===== src/hdl/blhbc_pkg.sv =====
package blhbc_pkg;
    // ********************************************************
    // timing and counts
    // ********************************************************
    localparam int unsigned SELFTEST_CYCLES = 24000;  // self-test length in cycles
    localparam logic [2:0]  CKS_LAST_BEAT   = 3'h7;   // eight words summed
    localparam logic [1:0]  LANES_OFF_N     = 2'h3;   // both enables deasserted
    localparam logic [1:0]  LANES_ALL_N     = 2'h0;   // both lanes active
    localparam logic [15:0] CKS_GOOD        = 16'h0000; // zero checksum target
    localparam logic [2:0]  BEAT_FIRST      = 3'h0;   // first beat index

    // ********************************************************
    // state types
    // ********************************************************
    typedef enum logic [2:0] {
        S_IDLE, S_LOCKWAIT, S_ADDR, S_DATA, S_WAIT, S_FLOAT, S_HOLD
    } blhbc_bus_state_t;

    typedef enum logic [2:0] {
        I_TEST, I_CKS, I_RUN, I_DEAD
    } blhbc_init_state_t;
endpackage


===== src/hdl/blhbc_init_if.sv =====
// start-up sequencer to bus sequencer link
interface blhbc_init_if;
    logic        fail;       // start-up error indication
    logic        cks_req;    // checksum burst wanted
    logic        beat_valid; // checksum word accepted this cycle
    logic [15:0] beat_data;  // word being summed
    logic        burst_end;  // last checksum word accepted
    modport startup (output fail, output cks_req,
                     input beat_valid, input beat_data, input burst_end);
    modport bus     (input fail, input cks_req,
                     output beat_valid, output beat_data, output burst_end);
endinterface


===== src/hdl/blhbc_bus.sv =====
module blhbc_bus #(
    parameter int unsigned SELFTEST_CYCLES = blhbc_pkg::SELFTEST_CYCLES
) (
    input  wire logic        mclk_i,
    input  wire logic        rstn_i,
    input  wire logic        selftest_ok_i,           // self-test verdict
    input  wire logic        req_i,                   // core transfer request, level
    input  wire logic        req_write_i,             // plain write
    input  wire logic        req_atomic_i,            // locked read then write
    input  wire logic        req_iack_i,              // interrupt-acknowledge read
    input  wire logic [2:0]  req_beats_i,             // beats minus one
    input  wire logic [1:0]  req_lanes_n_i,           // lanes wanted, low active
    output logic             req_done_o,              // transfer finished pulse
    input  wire logic [15:0] rd_data_i,               // read data from memory
    input  wire logic        ready_n_i,               // memory ready, low active
    input  wire logic        hold_i,                  // external master request
    input  wire logic        lock_in_i,               // lock line level, low asserted
    output logic             lock_out_o,              // lock line drive value
    output logic             lock_oe_n_o,             // lock drive enable, low drives
    output logic [1:0]       byte_lane_enables_n_o,   // upper, lower lane
    output logic             burst_final_strobe_n_o,  // last beat / error
    output logic             bus_grant_ack_o,         // hold granted
    output logic             bus_grant_ack_oe_n_o,    // grant ack drive, low drives
    output logic             bus_float_o,             // three-state bus pins released
    output logic             address_state_o,         // in address state
    output logic             data_state_o,            // in data or wait state
    output logic             write_o,                 // current transfer writes
    output logic             init_fail_o              // start-up error seen
);
    blhbc_init_if init ();

    blhbc_pkg::blhbc_bus_state_t st;         // bus state
    blhbc_pkg::blhbc_bus_state_t next_st;    // next bus state
    logic [2:0]  beat;                       // current beat
    logic [2:0]  last;                       // final beat index
    logic [1:0]  lanes_n;                    // lanes of this transfer
    logic        xwrite;                     // transfer direction
    logic        xatomic;                    // part of an atomic update
    logic        xiack;                      // interrupt acknowledge
    logic        xcks;                       // start-up checksum burst
    logic        lock_held;                  // we pull the lock line
    logic        next_lock;                  // lock drive next cycle
    logic        once;                       // emulator float mode
    logic        beat_ok;                    // data accepted this cycle
    logic        start_user;                 // user transfer begins
    logic        start_cks;                  // checksum burst begins
    logic        finish;                     // last beat accepted

    blhbc_init #(.SELFTEST_CYCLES(SELFTEST_CYCLES)) u_init (
        .mclk_i        (mclk_i),
        .rstn_i        (rstn_i),
        .selftest_ok_i (selftest_ok_i),
        .init          (init.startup)
    );

    // data or wait, decoded in several places
    function automatic logic in_data(input blhbc_pkg::blhbc_bus_state_t s);
        in_data = (s == blhbc_pkg::S_DATA) || (s == blhbc_pkg::S_WAIT);
    endfunction

    // ********************************************************
    // emulator mode capture
    // ********************************************************
    // lock level tracked through reset; last sample before release wins
    always_ff @(posedge mclk_i) begin
        if (!rstn_i) begin
            once <= !lock_in_i;
        end
    end

    // ********************************************************
    // next-state decode
    // ********************************************************
    assign beat_ok    = in_data(st) && !ready_n_i;
    assign finish     = beat_ok && (beat == last);
    assign start_cks  = init.cks_req && !hold_i && !once;
    // run only after checksum passed; no transfer while error shown
    assign start_user = req_i && !init.fail && !init.cks_req && !hold_i && !once;

    always_comb begin
        next_st = st;
        case (st)
            blhbc_pkg::S_IDLE: begin
                if (hold_i) begin
                    next_st = blhbc_pkg::S_FLOAT;
                end else if (start_cks) begin
                    next_st = blhbc_pkg::S_ADDR;
                end else if (start_user) begin
                    // plain and iack transfers ignore the line; atomic ones wait for it
                    if (req_atomic_i && !lock_in_i) begin
                        next_st = blhbc_pkg::S_LOCKWAIT;
                    end else begin
                        next_st = blhbc_pkg::S_ADDR;
                    end
                end
            end
            blhbc_pkg::S_LOCKWAIT: begin
                if (hold_i) begin
                    next_st = blhbc_pkg::S_FLOAT;          // retried after hold
                end else if (lock_in_i) begin
                    next_st = blhbc_pkg::S_ADDR;
                end
            end
            blhbc_pkg::S_ADDR: next_st = blhbc_pkg::S_DATA;
            blhbc_pkg::S_DATA, blhbc_pkg::S_WAIT: begin
                if (ready_n_i) begin
                    next_st = blhbc_pkg::S_WAIT;
                end else if (beat != last) begin
                    next_st = blhbc_pkg::S_DATA;
                end else if (xatomic && !xwrite) begin
                    next_st = blhbc_pkg::S_ADDR;           // write half follows
                end else begin
                    next_st = blhbc_pkg::S_IDLE;
                end
            end
            blhbc_pkg::S_FLOAT: next_st = blhbc_pkg::S_HOLD;
            blhbc_pkg::S_HOLD: begin
                if (!hold_i) begin
                    next_st = blhbc_pkg::S_IDLE;
                end
            end
            default: next_st = blhbc_pkg::S_IDLE;
        endcase
    end

    // state register
    always_ff @(posedge mclk_i) begin
        if (!rstn_i) begin
            st <= blhbc_pkg::S_IDLE;
        end else begin
            st <= next_st;
        end
    end

    // ********************************************************
    // transfer attributes
    // ********************************************************
    // latched at the start; atomic flips to write after the read half
    always_ff @(posedge mclk_i) begin
        if (!rstn_i) begin
            xwrite  <= 1'b0;
            xatomic <= 1'b0;
            xiack   <= 1'b0;
            xcks    <= 1'b0;
            last    <= blhbc_pkg::BEAT_FIRST;
            lanes_n <= blhbc_pkg::LANES_OFF_N;
        end else if (next_st == blhbc_pkg::S_ADDR && !in_data(st)) begin
            xwrite  <= !start_cks && req_write_i && !req_atomic_i && !req_iack_i;
            xatomic <= !start_cks && req_atomic_i;
            xiack   <= !start_cks && req_iack_i && !req_atomic_i;
            xcks    <= start_cks;
            last    <= start_cks ? blhbc_pkg::CKS_LAST_BEAT : req_beats_i;
            lanes_n <= start_cks ? blhbc_pkg::LANES_ALL_N : req_lanes_n_i;
        end else if (next_st == blhbc_pkg::S_ADDR) begin
            xwrite  <= 1'b1;
        end
    end

    // beat counter holds through waits
    always_ff @(posedge mclk_i) begin
        if (!rstn_i) begin
            beat <= blhbc_pkg::BEAT_FIRST;
        end else if (next_st == blhbc_pkg::S_ADDR) begin
            beat <= blhbc_pkg::BEAT_FIRST;
        end else if (beat_ok && beat != last) begin
            beat <= beat + 3'h1;
        end
    end

    // checksum words to the start-up sequencer
    assign init.beat_valid = xcks && beat_ok;
    assign init.beat_data  = rd_data_i;
    assign init.burst_end  = xcks && finish;

    // ********************************************************
    // lock line
    // ********************************************************
    // set on read address state, drop on the write address state
    always_comb begin
        next_lock = lock_held;
        if (next_st == blhbc_pkg::S_ADDR && !in_data(st)) begin
            next_lock = (start_user && (req_atomic_i || req_iack_i));
        end else if (next_st == blhbc_pkg::S_ADDR) begin
            next_lock = 1'b0;
        end else if (finish && next_st == blhbc_pkg::S_IDLE) begin
            next_lock = 1'b0;                                         // iack ends
        end
    end

    always_ff @(posedge mclk_i) begin
        if (!rstn_i) begin
            lock_held   <= 1'b0;
            lock_out_o  <= 1'b0;
            lock_oe_n_o <= 1'b1;
        end else begin
            lock_held   <= next_lock;
            lock_out_o  <= 1'b0;                     // open drain pulls low only
            lock_oe_n_o <= !(next_lock && !once);
        end
    end

    // ********************************************************
    // pin outputs
    // ********************************************************
    // registered from the next state so pins line up with the state
    always_ff @(posedge mclk_i) begin
        if (!rstn_i) begin
            address_state_o        <= 1'b0;
            data_state_o           <= 1'b0;
            write_o                <= 1'b0;
            byte_lane_enables_n_o  <= blhbc_pkg::LANES_OFF_N;
            burst_final_strobe_n_o <= 1'b1;
            init_fail_o            <= 1'b0;
            req_done_o             <= 1'b0;
        end else begin
            address_state_o <= (next_st == blhbc_pkg::S_ADDR);
            data_state_o    <= in_data(next_st);
            // a new transfer shows its own direction, not the one latched before it
            write_o         <= (next_st != blhbc_pkg::S_ADDR) ? xwrite
                             : in_data(st) ? 1'b1
                             : (!start_cks && req_write_i && !req_atomic_i && !req_iack_i);
            byte_lane_enables_n_o <= in_data(next_st) ? lanes_n
                                                      : blhbc_pkg::LANES_OFF_N;
            // low on the last beat and its waits, or as start-up error code
            burst_final_strobe_n_o <= !((in_data(next_st) && (in_data(st) ? (beat == last
                                      || (beat_ok && beat + 3'h1 == last)) : last
                                      == blhbc_pkg::BEAT_FIRST)) || init.fail);
            init_fail_o <= init.fail;
            req_done_o  <= finish && !xcks && next_st == blhbc_pkg::S_IDLE;
        end
    end

    // hold handover: float in one cycle, acknowledge in the next
    always_ff @(posedge mclk_i) begin
        if (!rstn_i) begin
            bus_grant_ack_o      <= 1'b0;
            bus_grant_ack_oe_n_o <= 1'b0;
            bus_float_o          <= 1'b1;        // released while in reset
        end else begin
            bus_grant_ack_o      <= (next_st == blhbc_pkg::S_HOLD);
            bus_grant_ack_oe_n_o <= once;        // float mode overrides drive
            bus_float_o          <= once || next_st == blhbc_pkg::S_FLOAT
                                    || next_st == blhbc_pkg::S_HOLD;
        end
    end
endmodule // blhbc_bus


===== src/hdl/blhbc_init.sv =====
module blhbc_init #(
    parameter int unsigned SELFTEST_CYCLES = blhbc_pkg::SELFTEST_CYCLES
) (
    input  wire logic     mclk_i,
    input  wire logic     rstn_i,
    input  wire logic     selftest_ok_i,
    blhbc_init_if.startup init
);
    localparam int unsigned CW = $clog2(SELFTEST_CYCLES + 1);
    localparam logic [CW-1:0] TEST_END = CW'(SELFTEST_CYCLES - 1);

    blhbc_pkg::blhbc_init_state_t st;       // start-up phase
    logic [CW-1:0]                cnt;      // self-test cycle count
    logic [15:0]                  sum;      // running checksum
    logic [15:0]                  next_sum; // sum including this word

    // ********************************************************
    // sequencing
    // ********************************************************
    assign next_sum = sum + (init.beat_valid ? init.beat_data : 16'h0000);

    // phase walk: test, checksum, then run or dead for good
    always_ff @(posedge mclk_i) begin
        if (!rstn_i) begin
            st <= blhbc_pkg::I_TEST;
        end else begin
            case (st)
                blhbc_pkg::I_TEST: begin
                    if (cnt == TEST_END) begin
                        st <= selftest_ok_i ? blhbc_pkg::I_CKS : blhbc_pkg::I_DEAD;
                    end
                end
                blhbc_pkg::I_CKS: begin
                    if (init.burst_end) begin
                        st <= (next_sum == blhbc_pkg::CKS_GOOD) ? blhbc_pkg::I_RUN
                                                                : blhbc_pkg::I_DEAD;
                    end
                end
                blhbc_pkg::I_RUN:  st <= blhbc_pkg::I_RUN;
                blhbc_pkg::I_DEAD: st <= blhbc_pkg::I_DEAD; // only reset leaves
                default:           st <= blhbc_pkg::I_DEAD;
            endcase
        end
    end

    // self-test timer
    always_ff @(posedge mclk_i) begin
        if (!rstn_i) begin
            cnt <= '0;
        end else if (st == blhbc_pkg::I_TEST) begin
            cnt <= cnt + CW'(1);
        end
    end

    // checksum accumulator
    always_ff @(posedge mclk_i) begin
        if (!rstn_i) begin
            sum <= 16'h0000;
        end else if (st == blhbc_pkg::I_CKS) begin
            sum <= next_sum;
        end
    end

    // error shown during test and after any failure
    assign init.fail    = (st == blhbc_pkg::I_TEST) || (st == blhbc_pkg::I_DEAD);
    assign init.cks_req = (st == blhbc_pkg::I_CKS);
endmodule // blhbc_init


===== config.mk =====
export PLATFORM = sky130hd
export DESIGN_NAME = blhbc_bus
export DESIGN_NICKNAME = d
export VERILOG_FILES = /design/src/hdl/blhbc_pkg.sv /design/src/hdl/blhbc_init_if.sv /design/src/hdl/blhbc_bus.sv /design/src/hdl/blhbc_init.sv
export SDC_FILE = /design/constraint.sdc
export NUM_CORES = 1
export LEC_CHECK = 0
export BUFFER_PORTS_ARGS = -buffer_cell sky130_fd_sc_hd__buf_2
export CELL_PAD_IN_SITES_DETAIL_PLACEMENT = 2
export CELL_PAD_IN_SITES_GLOBAL_PLACEMENT = 2
export CORE_MARGIN = 2
export CORE_UTILIZATION = 30
export CTS_CLUSTER_SIZE = 20
export DETAILED_ROUTE_END_ITERATION = 10
export PLACE_DENSITY_LB_ADDON = 0.15
export SLEW_MARGIN = 40
export SYNTH_ARGS = -nofsm -noshare
export SYNTH_HDL_FRONTEND = slang
export SYNTH_HIERARCHICAL = 1
export SYNTH_SLANG_ARGS = --single-unit

===== constraint.sdc =====
create_clock -name mclk_i -period 3.97 [get_ports mclk_i]
set_input_delay 0 -clock mclk_i [delete_from_list [all_inputs] [get_ports mclk_i]]
set_output_delay 0 -clock mclk_i [all_outputs]
set_load 0.02 [all_outputs]

==> results.json <==
{
  "coreArea_mm2": 0.0116,
  "initial_core_util_pct": 31.0,
  "drv_cap": 0,
  "p_comb_share_pct": 21.2,
  "numCtsBuffers": 9,
  "grt_usage_pct": 18.3,
  "final_util_pct": 37.4,
  "finalCritPeriodShare_pct": 92.4,
  "startpoint_type": "flip-flop",
  "drive_gt1_share_pct": 16.4,
  "p_leak_uw": 0.00176,
  "finalNetCount": 523,
  "synth_nets": 474,
  "crit_slowest_cell": "or3b_1",
  "synth_ff_type": "dfxtp_1",
  "row_count": 39,
  "pwr-share-seq_pct": 35.1,
  "worst_slack_ns": 0.301,
  "grt_max_degree": 29,
  "tns_ns": 0,
  "path_class": "reg -> reg",
  "drc": 0,
  "p_switching_uw": 596,
  "n_antenna_cell": 0,
  "ioPinCount": 44,
  "vias": 3276,
  "fmax_ghz": 0.273,
  "place_area_mm2": 0.00393,
  "crit_top_cell": "and2_1",
  "post_cts_buffers": 0,
  "cts_tree": "built",
  "worstSetupEndpointType": "flip-flop",
  "synth_area_mm2": 0.00359,
  "routed_via_density": 5.29,
  "yosysSeqAreaShare_pct": 34.3,
  "setup_viol": 0,
  "clock_sinks": 61,
  "final_area_mm2": 0.00433,
  "p_int_uw": 1420,
  "syn2layout_area_growth_pct": 20.7,
  "worstPathArrival_ns": 3.88,
  "antenna_found_initial": 0,
  "ys_async_sr_fraction_pct": 0,
  "routed_wl_mm": 10.8,
  "gp_congestion": 0.800,
  "relSlewSlack_pct": 63.7,
  "syn_inst": 422,
  "dp_hpwl_mm": 7.88,
  "path_cells": "or3b_1 -> a21oi_2 -> and2_1 -> buf_4 -> and2_1 -> ha_1 -> nor2b_1 -> o31a_1 -> o2111ai_1 -> a31oi_2 -> xnor2_1 -> o21ai_0 -> nor4_1 -> a21oi_1",
  "wl_per_cell_um": 17.5,
  "critPathTopFamily": "compound AO/OA/AOI/OAI gates",
  "die_h_um": 113,
  "first_pass_iters": 4,
  "ant_nets": 0,
  "total_power_uw": 2010,
  "grt_first_pass_wirelength_mm": 18.5,
  "dr.first_iter.drc_count": 83,
  "cp.required_ns": 4.18,
  "ys_types": 70,
  "fp.dieW_um": 113,
  "cts_buffer_depth": 2,
  "finalMaxSlewViolations": 0,
  "crit_fanout": 15,
  "htree_levels": 3,
  "synth_edf_count": 1,
  "port-buffer-count": 42,
  "p_per_area_mw_per_mm2": 465,
  "rrSetupSlack_ns": 0.30,
  "avgSynthCellArea_um2": 8.50,
  "cpPeakStageDelay_ns": 0.42,
  "overflow": 0,
  "dieArea_mm2": 0.0128,
  "finalClockSkew_ns": 0.00838,
  "rsz0062_at_grt": "no",
  "min_path_type": "in -> reg",
  "hold_viol_final": 0,
  "layout_min_cycle_time_ns": 3.67,
  "status": "complete, no violations",
  "clockRootBuffer": "clkbuf_16",
  "crit_buf_inv": 1,
  "vdd_drop_max_mv": 0.295,
  "clkSlewWorstSetupHoldPaths_ns": 0.06,
  "yosys_warnings": 6,
  "swShare_pct": 29.6,
  "clk_latency_ns": 0.33,
  "grt_pass1_vias": 3623,
  "tightest_slew_ns": 0.544,
  "ys_seq_elements": 61,
  "power_frac_clock_pct": 43.7,
  "place_ws_ns": 0.255
}
## Yosys cell counts, drive strengths merged (5+ instances only)
library cell | number | share of area, %
a21oi | 21 | 3.3
and2 | 23 | 4.0
buf | 7 | 1.3
clkbuf | 7 | 0.73
dfxtp | 60 | 33
ha | 20 | 7.0
inv | 22 | 2.3
mux2i | 18 | 5.0
nand2 | 19 | 2.1
nand2b | 6 | 1.0
nand3 | 20 | 2.8
nand4 | 5 | 0.87
nor2 | 48 | 5.1
nor2b | 8 | 1.5
nor3 | 10 | 1.4
o21ai | 19 | 2.7
or2 | 5 | 0.94
or3 | 11 | 2.0
xnor2 | 14 | 3.4
xor2 | 13 | 3.2
## worst min-delay path, cell delays in order
cell	delay, ns
buf_2	0.07
o21ai_0	0.07
mux2i_1	0.14
## sequential cells by signal, summed over array words and instances, names as in the netlist, 2 cells and up
name                   count
last                       3
u_init/cnt                15
beat                       3
u_init/st                  2
u_init/sum                16
lanes_n                    2
byte_lane_enables_n_o      2
st                         3
## cell usage in the layout (no fill, tap or decap), drive strengths merged, types with 4 or more instances in the layout
cell type    Yosys  final
nand2           19     19
buf              7     46
clkbuf           7     13
inv             22     22
or3             11     11
and2            23     23
xnor2           14     14
and3             4      4
nand4b           4      4
dlygate4sd3      0      6
mux2i           18     18
nand3b           4      4
xor2            13     13
a211oi           4      4
nand2b           6      6
a21oi           21     21
nor2b            8      8
or2              5      5
a311oi           4      4
nor3            10     10
nor2            48     48
ha              20     20
o21ai           19     19
nand3           20     20
dfxtp           60     60
nand4            5      5
## power by group through the flow
stage               clock (uW)  sequential (uW)  combinational, uW
floorplan                    0              722                294
global placement             0              716                414
detailed placement           0              719                422
CTS                        906              707                432
global route               930              715                478
finish                     881              708                426
## layer usage
metal  GRT usage [%]  vias up  share of wire (%)
met1            22.4     1621                 45
li1                -     1599                  -
met4            5.04        0                1.3
met5               0        -                  0
met2            32.4       43                 51
met3            4.12       13                2.9
## cell type report
class	instances	area [um^2]
timing repair buffer	52	300
multi-input combinational	325	2210
clock buffer	13	260
fill	1330	7230
clock inverter	3	68.8
tap	143	179
sequential	61	1230
inverter	22	82.6
## metrics by stage
step           cells  hold slack, ns
6_report         619         0.00315
5_1_grt          619          0.0365
4_1_cts          619         0.00260
3_5_place_dp     597           0.306
3_3_place_gp     597           0.297
2_1_floorplan    422           0.118
## worst paths after layout
kind,from,end,depth (start not counted)
max,st[0],u_init/st[0],14
max reg2reg,st[0],u_init/st[0],14
min,req_beats_i[0],last[0],3
min reg2reg,lanes_n[0],byte_lane_enables_n_o[0],1
## timing repair
item / CTS / global route
gates resized for setup: 0 / 2
setup endpoints to repair: 0 / 1
hold endpoints to repair: 7 / 0
hold buffers: 6 / 0
## cell families after synthesis
kind of cell    count (synthesis)  synth area share, %
compound gates                 81                 15.8
buf+inv                        36                 4.33
simple gates                  177                 26.3
mux                            18                 5.02
fa+ha+maj                      21                 7.53
other cells                     1                0.105
flops                          61                 34.3
xor+xnor                       27                 6.59
Note: power is estimated with default switching activity, not from simulation.
